--- config.mk ---
export PLATFORM = sky130hd
export DESIGN_NAME = timer0_ctrl
export DESIGN_NICKNAME = d
export VERILOG_FILES = /design/src/design/timer0_pkg.sv /design/src/design/timer0_ctrl.sv
export SDC_FILE = /design/constraint.sdc
export NUM_CORES = 1
export LEC_CHECK = 0
export BUFFER_PORTS_ARGS = -buffer_cell sky130_fd_sc_hd__buf_2
export CORE_ASPECT_RATIO = 0.6
export CORE_MARGIN = 4
export CORE_UTILIZATION = 55
export DETAILED_ROUTE_END_ITERATION = 8
export HOLD_SLACK_MARGIN = 0.05
export PLACE_DENSITY = 0.82
export SLEW_MARGIN = 40
export SYNTH_ARGS = -nofsm -noshare
export SYNTH_HDL_FRONTEND = slang
export SYNTH_SLANG_ARGS = --single-unit
--- constraint.sdc ---
create_clock -name clk -period 3.7 [get_ports clk]
set_clock_uncertainty 0.15 [all_clocks]
set_input_delay 0.37 -clock clk [delete_from_list [all_inputs] [get_ports clk]]
set_output_delay 0.37 -clock clk [all_outputs]
set_load 0.03 [all_outputs]
--- src/design/timer0_pkg.sv ---
// constants for the timer zero flag, clock select and prescaler control block
package timer0_pkg;
    // register byte addresses
    localparam logic [7:0] ADDR_FLAGS = 8'h36;
    localparam logic [7:0] ADDR_MASK = 8'h37;
    localparam logic [7:0] ADDR_SFC = 8'h20;
    localparam logic [7:0] ADDR_ASYNC = 8'h30;
    localparam logic [7:0] ADDR_CLKSEL = 8'h33;
    // field positions
    localparam int BIT_OVF = 0;
    localparam int BIT_CMP = 1;
    localparam int BIT_OTHER_PSR = 0;
    localparam int BIT_T0_PSR = 1;
    localparam int BIT_SYNC_HOLD = 7;
    localparam int BIT_ASYNC_SEL = 3;
    localparam int CLKSEL_LSB = 0;
    localparam int CLKSEL_W = 3;
    // reset values
    localparam logic [7:0] RST_FLAGS = 8'h00;
    localparam logic [7:0] RST_MASK = 8'h00;
    localparam logic [7:0] RST_SFC = 8'h00;
    localparam logic [7:0] RST_ASYNC = 8'h00;
    localparam logic [2:0] RST_CLKSEL = 3'h0;
    // clock select codes
    localparam logic [2:0] SEL_STOP = 3'h0;
    localparam logic [2:0] SEL_DIV1 = 3'h1;
    localparam logic [2:0] SEL_DIV8 = 3'h2;
    localparam logic [2:0] SEL_DIV32 = 3'h3;
    localparam logic [2:0] SEL_DIV64 = 3'h4;
    localparam logic [2:0] SEL_DIV128 = 3'h5;
    localparam logic [2:0] SEL_DIV256 = 3'h6;
    localparam logic [2:0] SEL_DIV1024 = 3'h7;
    // prescaler and flag crossing
    localparam int PRESCALE_W = 10;
    localparam int FLAG_SYNC_CYCLES = 3;
    localparam logic [7:0] PWM_BOTTOM = 8'h00;
endpackage

--- src/design/timer0_ctrl.sv ---
// timer zero flags, clock source select, prescaler and sync hold logic
`timescale 1ns/1ps

module timer0_ctrl
    import timer0_pkg::*;
#(
    parameter int PRESCALE_BITS = PRESCALE_W
)
(
    input wire logic clk,
    input wire logic rst,
    input wire logic [7:0] addr,
    input wire logic [7:0] wdata,
    input wire logic wr_en,
    input wire logic rd_en,
    output logic [7:0] rdata,
    input wire logic global_irq_enable,
    input wire logic t0_compare_vector_ack,
    input wire logic t0_overflow_vector_ack,
    input wire logic [7:0] t0_count,
    input wire logic [7:0] t0_compare_value,
    input wire logic t0_overflow_evt,
    input wire logic t0_pwm_mode,
    input wire logic t0_count_down,
    input wire logic timer_osc_in_pin,
    output logic t0_count_enable,
    output logic t0_prescaler_hold,
    output logic other_prescaler_reset,
    output logic timer_osc_pins_detached,
    output logic t0_compare_irq,
    output logic t0_overflow_irq,
    output logic irq
);

    logic [1:0] flags_r;
    logic [1:0] mask_r;
    logic sync_hold_r;
    logic t0_psr_r;
    logic other_psr_r;
    logic t0_async_select_r;
    logic [2:0] clksel_r;
    logic [PRESCALE_BITS-1:0] presc_r;
    logic osc_s1_r;
    logic osc_s2_r;
    logic osc_s3_r;
    logic osc_lvl_r;
    logic osc_rise;
    logic src_tick;
    logic presc_rst;
    logic tap;
    logic count_en_r;
    logic down_prev_r;
    logic cmp_evt;
    logic ovf_evt;
    logic [1:0] evt;
    logic [1:0] pend_r;
    logic [1:0] xfer_r [FLAG_SYNC_CYCLES];
    logic [1:0] flag_set;
    logic [1:0] flag_clr;
    logic [1:0] w1c;
    logic wr_flags;
    logic wr_sfc;
    logic [7:0] rd_mux;

    // prescaler tap decode
    function automatic logic tap_hit(input logic [PRESCALE_BITS-1:0] cnt, input logic [2:0] sel);
        logic hit;
        hit = 1'b0;
        unique case (sel)
            SEL_STOP: hit = 1'b0;
            SEL_DIV1: hit = 1'b1;
            SEL_DIV8: hit = &cnt[2:0];
            SEL_DIV32: hit = &cnt[4:0];
            SEL_DIV64: hit = &cnt[5:0];
            SEL_DIV128: hit = &cnt[6:0];
            SEL_DIV256: hit = &cnt[7:0];
            SEL_DIV1024: hit = &cnt[9:0];
        endcase
        return hit;
    endfunction

    // oscillator pin synchroniser, three stages
    always_ff @(posedge clk)
    begin
        if (rst)
        begin
            osc_s1_r <= 1'b0;
            osc_s2_r <= 1'b0;
            osc_s3_r <= 1'b0;
            osc_lvl_r <= 1'b0;
        end
        else
        begin
            osc_s1_r <= timer_osc_in_pin;
            osc_s2_r <= osc_s1_r;
            osc_s3_r <= osc_s2_r;
            if (osc_s2_r == osc_s3_r)
            begin
                osc_lvl_r <= osc_s3_r;
            end
        end
    end

    assign osc_rise = (osc_s2_r == osc_s3_r) && osc_s3_r && !osc_lvl_r;

    // source clock: system clock by default, oscillator pin when async
    assign src_tick = t0_async_select_r ? osc_rise : 1'b1;
    assign timer_osc_pins_detached = t0_async_select_r;
    assign presc_rst = t0_psr_r;

    // prescaler counter
    always_ff @(posedge clk)
    begin
        if (rst)
        begin
            presc_r <= '0;
        end
        else if (presc_rst)
        begin
            presc_r <= '0;
        end
        else if (src_tick)
        begin
            presc_r <= presc_r + 1'b1;
        end
    end

    assign tap = src_tick && !presc_rst && tap_hit(presc_r, clksel_r);

    always_ff @(posedge clk)
    begin
        if (rst)
        begin
            count_en_r <= 1'b0;
        end
        else
        begin
            count_en_r <= tap;
        end
    end

    assign t0_count_enable = count_en_r;
    assign t0_prescaler_hold = t0_psr_r;
    assign other_prescaler_reset = other_psr_r;

    // timer events
    always_ff @(posedge clk)
    begin
        if (rst)
        begin
            down_prev_r <= 1'b0;
        end
        else
        begin
            down_prev_r <= t0_count_down;
        end
    end

    assign cmp_evt = count_en_r && (t0_count == t0_compare_value);
    assign ovf_evt = t0_pwm_mode
        ? (down_prev_r && !t0_count_down && t0_count == PWM_BOTTOM)
        : t0_overflow_evt;

    // both events, compare in the upper bit
    assign evt = {cmp_evt, ovf_evt};

    // async flag crossing: wait one timer cycle, then three processor cycles
    always_ff @(posedge clk)
    begin
        if (rst)
        begin
            pend_r <= 2'h0;
            for (int i = 0; i < FLAG_SYNC_CYCLES; i++)
            begin
                xfer_r[i] <= 2'h0;
            end
        end
        else
        begin
            if (!t0_async_select_r)
            begin
                // nothing stays pending across a switch to async
                pend_r <= 2'h0;
                xfer_r[0] <= 2'h0;
            end
            else if (osc_rise)
            begin
                pend_r <= evt;
                xfer_r[0] <= pend_r;
            end
            else
            begin
                pend_r <= pend_r | evt;
                xfer_r[0] <= 2'h0;
            end
            for (int i = 1; i < FLAG_SYNC_CYCLES; i++)
            begin
                xfer_r[i] <= xfer_r[i-1];
            end
        end
    end

    // flag source by clock mode
    assign flag_set = t0_async_select_r ? xfer_r[FLAG_SYNC_CYCLES-1]
        : evt;

    // flag register, set wins over clear
    assign wr_flags = wr_en && (addr == ADDR_FLAGS);
    assign w1c = wr_flags ? {wdata[BIT_CMP], wdata[BIT_OVF]} : 2'h0;
    assign flag_clr = w1c | {t0_compare_vector_ack, t0_overflow_vector_ack};

    always_ff @(posedge clk)
    begin
        if (rst)
        begin
            flags_r <= RST_FLAGS[1:0];
        end
        else
        begin
            flags_r <= (flags_r & ~flag_clr) | flag_set;
        end
    end

    // interrupt requests
    assign t0_compare_irq = global_irq_enable && mask_r[BIT_CMP] && flags_r[BIT_CMP];
    assign t0_overflow_irq = global_irq_enable && mask_r[BIT_OVF] && flags_r[BIT_OVF];
    assign irq = t0_compare_irq || t0_overflow_irq;

    // mask, async select and clock select registers
    always_ff @(posedge clk)
    begin
        if (rst)
        begin
            mask_r <= RST_MASK[1:0];
            t0_async_select_r <= RST_ASYNC[BIT_ASYNC_SEL];
            clksel_r <= RST_CLKSEL;
        end
        else if (wr_en)
        begin
            if (addr == ADDR_MASK)
            begin
                mask_r <= {wdata[BIT_CMP], wdata[BIT_OVF]};
            end
            if (addr == ADDR_ASYNC)
            begin
                t0_async_select_r <= wdata[BIT_ASYNC_SEL];
            end
            if (addr == ADDR_CLKSEL)
            begin
                clksel_r <= wdata[CLKSEL_LSB +: CLKSEL_W];
            end
        end
    end

    // special function control: sync hold and prescaler resets
    assign wr_sfc = wr_en && (addr == ADDR_SFC);

    always_ff @(posedge clk)
    begin
        if (rst)
        begin
            sync_hold_r <= RST_SFC[BIT_SYNC_HOLD];
            t0_psr_r <= RST_SFC[BIT_T0_PSR];
            other_psr_r <= RST_SFC[BIT_OTHER_PSR];
        end
        else if (wr_sfc)
        begin
            sync_hold_r <= wdata[BIT_SYNC_HOLD];
            if (!wdata[BIT_SYNC_HOLD])
            begin
                t0_psr_r <= 1'b0;
                other_psr_r <= 1'b0;
            end
            else
            begin
                t0_psr_r <= wdata[BIT_T0_PSR];
                other_psr_r <= wdata[BIT_OTHER_PSR];
            end
            if (!sync_hold_r && !wdata[BIT_SYNC_HOLD])
            begin
                t0_psr_r <= wdata[BIT_T0_PSR];
                other_psr_r <= wdata[BIT_OTHER_PSR];
            end
        end
        else if (!sync_hold_r)
        begin
            other_psr_r <= 1'b0;
            if (!t0_async_select_r || osc_rise)
            begin
                t0_psr_r <= 1'b0;
            end
        end
    end

    // register read, data one cycle after strobe
    always_comb
    begin
        rd_mux = 8'h00;
        unique case (addr)
            ADDR_FLAGS: rd_mux = {6'h00, flags_r};
            ADDR_MASK: rd_mux = {6'h00, mask_r};
            ADDR_SFC: rd_mux = {sync_hold_r, 5'h00, t0_psr_r, other_psr_r};
            ADDR_ASYNC: rd_mux = {4'h0, t0_async_select_r, 3'h0};
            ADDR_CLKSEL: rd_mux = {5'h00, clksel_r};
            default: rd_mux = 8'h00;
        endcase
    end

    always_ff @(posedge clk)
    begin
        if (rst)
        begin
            rdata <= 8'h00;
        end
        else if (rd_en)
        begin
            rdata <= rd_mux;
        end
        else
        begin
            rdata <= 8'h00;
        end
    end

endmodule

==> results of run 1 <==
==> registers in the layout, summed over array words and instances, names as in the netlist, 2 cells and up <==
signal and flops:
xfer_r 6, flags_r 2, rdata 5, pend_r 2, clksel_r 3, mask_r 2, presc_r 10
==> how the worst max path moves through the flow <==
stage,start,endpoint,slack [ns],cells past startpoint
after detailed placement,addr[3],timer_osc_pins_detached,1.28,5
final,addr[3],timer_osc_pins_detached,1.57,5
after floorplan,addr[3],clksel_r[0],1.81,5
after global routing,addr[3],timer_osc_pins_detached,1.49,5
after CTS,addr[3],timer_osc_pins_detached,1.58,5
after global placement,addr[3],timer_osc_pins_detached,1.30,5
==> per-stage QoR <==
step	setup WS, ns	instances
floorplan	1.809	214
global placement	1.297	299
detailed placement	1.277	299
CTS	1.585	307
global route	1.489	307
finish	1.574	307
==> power groups by stage <==
stage	Clock (mW)	Combinational, mW	Sequential, mW
after global routing	0.308	0.0822	0.455
final	0.284	0.0738	0.454
after CTS	0.290	0.0734	0.454
after floorplan	0	0.0420	0.463
after detailed placement	0	0.0729	0.464
after global placement	0	0.0703	0.464
==> cells in the final DEF (no fill, tap or decap), drive strengths merged, types with 2 or more instances in the layout <==
master,netlist,layout
nor4,8,8
a221oi,2,2
a2111oi,2,2
a21oi,7,7
inv,9,9
mux2i,12,12
nand3,5,5
and3,5,5
xor2,8,8
nor4b,2,2
a211oi,3,3
xnor2,7,7
nor3,7,7
conb,2,9
nand4,5,5
nor2b,10,10
or2,2,2
edfxtp,6,6
nor2,26,26
nand2b,3,3
and2,2,2
o211ai,2,2
ha,4,4
clkbuf,6,5
nand2,11,11
clkinv,0,3
buf,5,51
dfxtp,34,34
==> cell type report <==
type                            count  area (um^2)
Clock buffer                        5        68.82
Clock inverter                      3        18.77
Fill cell                         277         1018
Inverter                            9        33.78
Multi-Input combinational cell    154         1031
Sequential cell                    40        860.8
Tap cell                           45        56.30
Timing Repair Buffer               51        255.2
==> synthesized netlist by cell type, types with 2 or more instances <==
| cell type | count |
|---|---|
| sky130_fd_sc_hd__dfxtp_1 | 34 |
| sky130_fd_sc_hd__and2_1 | 2 |
| sky130_fd_sc_hd__nand2b_1 | 3 |
| sky130_fd_sc_hd__nand3_1 | 5 |
| sky130_fd_sc_hd__o211ai_1 | 2 |
| sky130_fd_sc_hd__xor2_1 | 8 |
| sky130_fd_sc_hd__nor4_1 | 5 |
| sky130_fd_sc_hd__nand2_1 | 11 |
| sky130_fd_sc_hd__ha_1 | 4 |
| sky130_fd_sc_hd__xnor2_1 | 7 |
| sky130_fd_sc_hd__and3_1 | 5 |
| sky130_fd_sc_hd__nor3_1 | 6 |
| sky130_fd_sc_hd__nor2b_1 | 10 |
| sky130_fd_sc_hd__nand4_1 | 5 |
| sky130_fd_sc_hd__nor4b_1 | 2 |
| sky130_fd_sc_hd__conb_1 | 2 |
| sky130_fd_sc_hd__a211oi_1 | 3 |
| sky130_fd_sc_hd__nor4_4 | 3 |
| sky130_fd_sc_hd__nor2_1 | 26 |
| sky130_fd_sc_hd__edfxtp_1 | 6 |
| sky130_fd_sc_hd__buf_4 | 3 |
| sky130_fd_sc_hd__a21oi_1 | 7 |
| sky130_fd_sc_hd__a221oi_1 | 2 |
| sky130_fd_sc_hd__mux2i_1 | 12 |
| sky130_fd_sc_hd__or2_2 | 2 |
| sky130_fd_sc_hd__inv_1 | 9 |
| sky130_fd_sc_hd__a2111oi_0 | 2 |
| sky130_fd_sc_hd__clkbuf_1 | 6 |
==> layer usage <==
metal / vias up / global-route usage / wire length [um]
met5: - / 0 / 0
met4: 0 / 0.05526 / 34
met3: 5 / 0.05564 / 343
met2: 52 / 0.3067 / 1939
met1: 729 / 0.2933 / 2159
li1: 836 / - / -
==> cells by family (layout without fill, tap and decap cells) <==
group                    count (synthesis)  after routing  synth area share
XOR/XNOR                                15             15           0.06701
flip-flops                              40             40            0.4391
multiplexers                            12             12           0.06127
AO/OA/AOI/OAI                           25             25           0.09190
AND/OR/NAND/NOR                         89             89            0.2629
adder cells (fa/ha/maj)                  4              4           0.02553
other                                    2              9          0.003830
buffers and inverters                   20             68           0.04849
==> impl_summary.txt, run 1 <==
----------------------------------------------------
[Finish]
  Layout net count ... 308
  Final Instance Area ... 0.002325 mm^2
  Number of antenna diodes ... 0
  Finished Core Util ... 0.6954
  Fraction of layout cells with a size suffix above 1 ... 0.2481
  Area Growth Syn to Fin ... 18.57%

[Worst setup path]
  Worst r2r src ... osc_s2_r
  Minimum setup slack among reg-to-reg paths ... 1.72 ns
  Startpoint types ... input port
  Critical path data arrival time ... 2.15 ns
  Worst setup path category ... in -> reg
  Cell class contributing the biggest share of worst-path delay ... simple AND/OR/NAND/NOR gates
  Critical path's slowest cell ... sky130_fd_sc_hd__or4b_1
  Required time of the worst setup path ... 3.72 ns
  Crit. End Element ... flip-flop
  Cells along the critical path ... buf_2, or4b_1, nor4_1, mux2i_1, nor2_1
  Register-to-Register Path Depth ... 5
  Worst path max stage delay ... 0.79 ns
  Buffers & Inverters on Critical Path ... 1
  Largest fanout on the critical path ... 9
  Reg2Reg Capture Point ... t0_count_enable

[Worst hold path]
  Worst hold path type ... in -> reg
  Hold Path Origin ... t0_overflow_vector_ack
  Terminating pin of the worst hold path ... flags_r[0]
  Worst Hold Depth ... 2

[CTS]
  Number of CTS-inserted buffers ... 5
  # Post-CTS Setup Buffers ... 0
  Later-pin clock latency in the skew report ... 0.29 ns
  Number of sinks on the clock net ... 40
  Number of hold buffers added after CTS ... 0
  Clock tree from TritonCTS ... done
  CTS Root Buffer Type ... sky130_fd_sc_hd__clkbuf_8
  CTS HTree Levels ... 2
  Post-CTS Resized ... 0
  Worst-case clock buffer depth ... 2
  CTS clk-pin slew, worst paths ... 0.08 ns

[Route]
  DR WL/cell ... 14.58 um
  DR vias ... 1622
  Routed WL ... 4477 um
  Total DRC errors in the routed layout ... 0
  Number of DRC markers after the initial detailed-route iteration ... 94
  Vias per cell ... 5.283
  Drt first pass iters ... 4
  Count of nets left with antenna violations after detail routing ... 0

[Die]
  Chip width ... 85.08 um
  Area of the die ... 0.004615 mm^2
  Std-Cell Core Area ... 0.003343 mm^2
  Number of placement rows ... 16
  Starting density of the core ... 0.5865
  Count of pins on the block boundary ... 58
  Die Ht ... 54.25 um

[Power and ir drop]
  Worst IR drop on VDD ... 0.0002914 V
  Int Pwr ... 0.6112 mW
  P per Cell Area ... 349.3 mW/mm^2
  Part of the power in the clock network ... 0.350
  Power after layout ... 0.8121 mW
  Share of total power in combinational logic ... 0.091
  Proportion of total power due to net switching ... 0.2474
  Leakage power ... 0.9346 nW
  Psw ... 0.2009 mW
  Sequential Power Share ... 0.559

[GRT]
  Number of antenna violations at the first check in global routing ... 0
  Overflow left after global routing ... 0
  Largest net degree at the start of global routing ... 25
  Vias in the first global route ... 1470
  Wire length of the first global-routing pass ... 7238 um
  GRT Overall Usage ... 0.2048

[STA]
  Final Slew Violations ... 0
  Final clock period utilization by the worst path ... 0.5746
  Final total negative setup slack ... 0 ns
  Worst-case headroom to the max-slew limit ... 0.5179
  Maximum frequency from static timing analysis ... 470.4 MHz
  Time the final worst path needs with I/O delays and setup ... 2.126 ns
  Final hold vios ... 0
  Setup repair after global routing missed its margin ... no
  Pin slew with the least headroom to its limit ... 0.7165 ns
  Number of endpoints failing setup at the final stage ... 0
  Smallest hold slack ... 0.1271 ns

[Logic synthesis]
  Synth top area share ... 0.3472
  Number of enable flip-flop cells after synthesis ... 6
  Synthesized area per cell ... 9.472 um^2
  Sequential cell area fraction in the yosys report ... 0.4391
  Count of yosys warnings during synthesis ... 0
  Cell Area, Synth ... 0.001961 mm^2
  Cell taking the most area after synthesis ... sky130_fd_sc_hd__dfxtp_1
  Most frequently used flop master after synthesis ... sky130_fd_sc_hd__dfxtp_1
  Post-synthesis async set-or-reset flop share ... 0
  Largest cells by area after synthesis ... sky130_fd_sc_hd__dfxtp_1 (35%), sky130_fd_sc_hd__edfxtp_1 (9.2%), sky130_fd_sc_hd__mux2i_1 (6.1%)
  Synthesized netlist cell count ... 207
  #FFs+latches synth ... 40
  Yosys cell types ... 43

[Placed design]
  Placed cell areas ... 0.002237 mm^2
  Placer's final routability congestion estimate ... 0.8558
  Count of buffers inserted at the top-level ports ... 51
  DP HPWL ... 3408 um

[Job]
  Count of maximum capacitance violations ... 0

[Outcome]
  Status ... finished, final reports clean

----------------------------------------------------
(Power assumes the default switching activity.)
==> run 2: changes to the inputs <==
--- a/config.mk
+++ b/config.mk
@@ -8,10 +8,10 @@
 export BUFFER_PORTS_ARGS = -buffer_cell sky130_fd_sc_hd__buf_2
 export CORE_ASPECT_RATIO = 0.6
 export CORE_MARGIN = 4
-export CORE_UTILIZATION = 55
+export CORE_UTILIZATION = 51
 export DETAILED_ROUTE_END_ITERATION = 8
 export HOLD_SLACK_MARGIN = 0.05
-export PLACE_DENSITY = 0.82
+export PLACE_DENSITY = 0.77
 export SLEW_MARGIN = 40
 export SYNTH_ARGS = -nofsm -noshare
 export SYNTH_HDL_FRONTEND = slang
==> constraint.sdc (replaced) <==
create_clock -name clk -period 2.2 [get_ports clk]
set_clock_uncertainty 0.15 [all_clocks]
set_input_delay 0.22 -clock clk [delete_from_list [all_inputs] [get_ports clk]]
set_output_delay 0.22 -clock clk [all_outputs]
set_load 0.03 [all_outputs]
==> run 2 against run 1 <==
  * Sequential power rose by 68%
  * First-iteration DRC count is 11% higher
  * Die area increased by 6.9%
  * Total power up 84%
  * Critical path depth rose by 1
  * Cell count is 3.6% higher
  * Non-clock buffer count is 9 higher
  * Via count up 1.8%
  * Worst hold slack worse by 0.057 ns
  * Critical path type unchanged
  * Largest cell class unchanged
  * Highest routed layer unchanged
==> impl_summary.txt, run 2 (synthesized netlist as in run 1, its figures left out) <==
----------------------------------------------------
[STA]
  Final Slew Violations ... 0
  Time the final worst path needs with I/O delays and setup ... 1.930 ns
  Worst-case headroom to the max-slew limit ... 0.6163
  Number of endpoints failing setup at the final stage ... 0
  Pin slew with the least headroom to its limit ... 0.5610 ns
  Final clock period utilization by the worst path ... 0.8774
  Final hold vios ... 0
  Setup repair after global routing missed its margin ... no
  Smallest setup slack after layout ... 0.2697 ns
  Final total negative setup slack ... 0 ns
  Smallest hold slack ... 0.06994 ns
  Maximum frequency from static timing analysis ... 518.1 MHz

[Power and ir drop]
  P per Cell Area ... 613.9 mW/mm^2
  Power after layout ... 1.494 mW
  Leakage power ... 0.9797 nW
  Worst IR drop on VDD ... 0.0004552 V

[Route]
  Vias per cell ... 5.192
  Count of nets left with antenna violations after detail routing ... 0
  Total DRC errors in the routed layout ... 0
  DR WL/cell ... 13.95 um
  DR vias ... 1651
  Number of DRC markers after the initial detailed-route iteration ... 104
  Routed WL ... 4436 um
  Drt first pass iters ... 4

[GRT]
  Number of antenna violations at the first check in global routing ... 0
  Largest net degree at the start of global routing ... 25
  Wire length of the first global-routing pass ... 6989 um
  Vias in the first global route ... 1458
  GRT Overall Usage ... 0.1845
  Overflow left after global routing ... 0

[CTS]
  Later-pin clock latency in the skew report ... 0.29 ns
  Worst-case clock buffer depth ... 2
  CTS HTree Levels ... 2
  Clock tree from TritonCTS ... done
  Number of CTS-inserted buffers ... 5
  Number of sinks on the clock net ... 40
  CTS clk-pin slew, worst paths ... 0.08 ns
  CTS Root Buffer Type ... sky130_fd_sc_hd__clkbuf_8

[Die]
  Area of the die ... 0.004933 mm^2
  Std-Cell Core Area ... 0.003680 mm^2
  Die Ht ... 56.03 um
  Number of placement rows ... 17
  Starting density of the core ... 0.5328
  Chip width ... 88.05 um
  Count of pins on the block boundary ... 58

[Finish]
  Number of antenna diodes ... 0
  Area Growth Syn to Fin ... 24.12%
  Biggest registers after layout ... presc_r x10, xfer_r x6, rdata x5
  Fraction of layout cells with a size suffix above 1 ... 0.2509
  Max FFs per register ... 10
  Commonest cells after routing, fill and taps aside ... sky130_fd_sc_hd__buf_2 (51), sky130_fd_sc_hd__dfxtp_1 (34), sky130_fd_sc_hd__nor2_1 (26)
  Most frequent standard cell in the layout excluding fill and tap cells ... sky130_fd_sc_hd__buf_2
  Final standard cell count with taps included and fillers excluded ... 318
  Layout net count ... 317
  Largest reg by FF count ... presc_r

[Worst setup path]
  Largest fanout on the critical path ... 2
  Critical path data arrival time ... 1.98 ns
  Critical path's slowest cell ... sky130_fd_sc_hd__dlygate4sd3_1
  Cells along the critical path ... dlygate4sd3_1, buf_2, nor4b_1, a41oi_1, a211o_1, o41ai_1
  Startpoint types ... input port
  Worst setup path category ... in -> reg
  Buffers & Inverters on Critical Path ... 2
  Required time of the worst setup path ... 2.25 ns
  Worst path max stage delay ... 0.53 ns
  Cell class contributing the biggest share of worst-path delay ... compound AO/OA/AOI/OAI gates
  Crit. End Element ... flip-flop

[Placed design]
  Count of buffers inserted at the top-level ports ... 51
  DP HPWL ... 3324 um
  Post-placement worst setup slack ... 0.2527 ns
  Placer's final routability congestion estimate ... 0.7917
  Dpl cells ... 304

[Outcome]
  Status ... finished, final reports clean

[Job]
  Count of maximum capacitance violations ... 0

[Worst hold path]
  Worst hold path type ... in -> reg

----------------------------------------------------
==> run 2: worst reg2reg max path, delay by kind of cell (launching register included) <==
family / cells / cell delay, ns
flops: 1 / 0.35
xor+xnor: 1 / 0.18
simple gates: 2 / 0.13
buf+inv: 1 / 0.18
fa+ha+maj: 1 / 0.15
compound gates: 1 / 0.57
==> run 2: what timing repair did <==
action | 4_1_cts | 5_1_grt
hold buffers | 6 | 0
resized for setup | 0 | 0
hold endpoints to repair | 6 | 0
setup buffers | 0 | 0
==> run 2: stage by stage <==
stage            util  instance area [um^2]
6_report       0.6613                  2434
4_1_cts        0.6613                  2434
3_3_place_gp   0.6148                  2262
2_1_floorplan       -                  1987
3_5_place_dp   0.6148                  2262
5_1_grt        0.6613                  2434
==> run 2: per-layer routing <==
layer | share of wire | GRT usage
met2 | 0.44 | 0.2521
met3 | 0.073 | 0.05473
met1 | 0.48 | 0.2750
met5 | 0 | 0
met4 | 0.0095 | 0.05819
==> run 2: cell type report <==
class                      count  area [um^2]
inverter                       9        33.78
multi-input combinational    154         1031
clock inverter                 3        42.54
sequential                    40        860.8
tap                           47        58.81
fill                         321         1246
clock buffer                   5        68.82
timing repair buffer          60        337.8
==> run 2: worst paths after layout <==
path,start,to,slack (ns),cells after the start
max,t0_count_down,flags_r[0],0.27,6
min,wdata[1],mask_r[1],0.07,3
max reg2reg,osc_s2_r,presc_r[8],0.38,6
min reg2reg,pend_r[0],pend_r[0],0.31,2
==> run 2: power breakdown <==
part           total (mW)  switching, mW  internal [mW]
clock network       0.597          0.261          0.335
registers           0.764        0.00819          0.756
logic               0.133         0.0744         0.0589
total                1.49          0.344           1.15
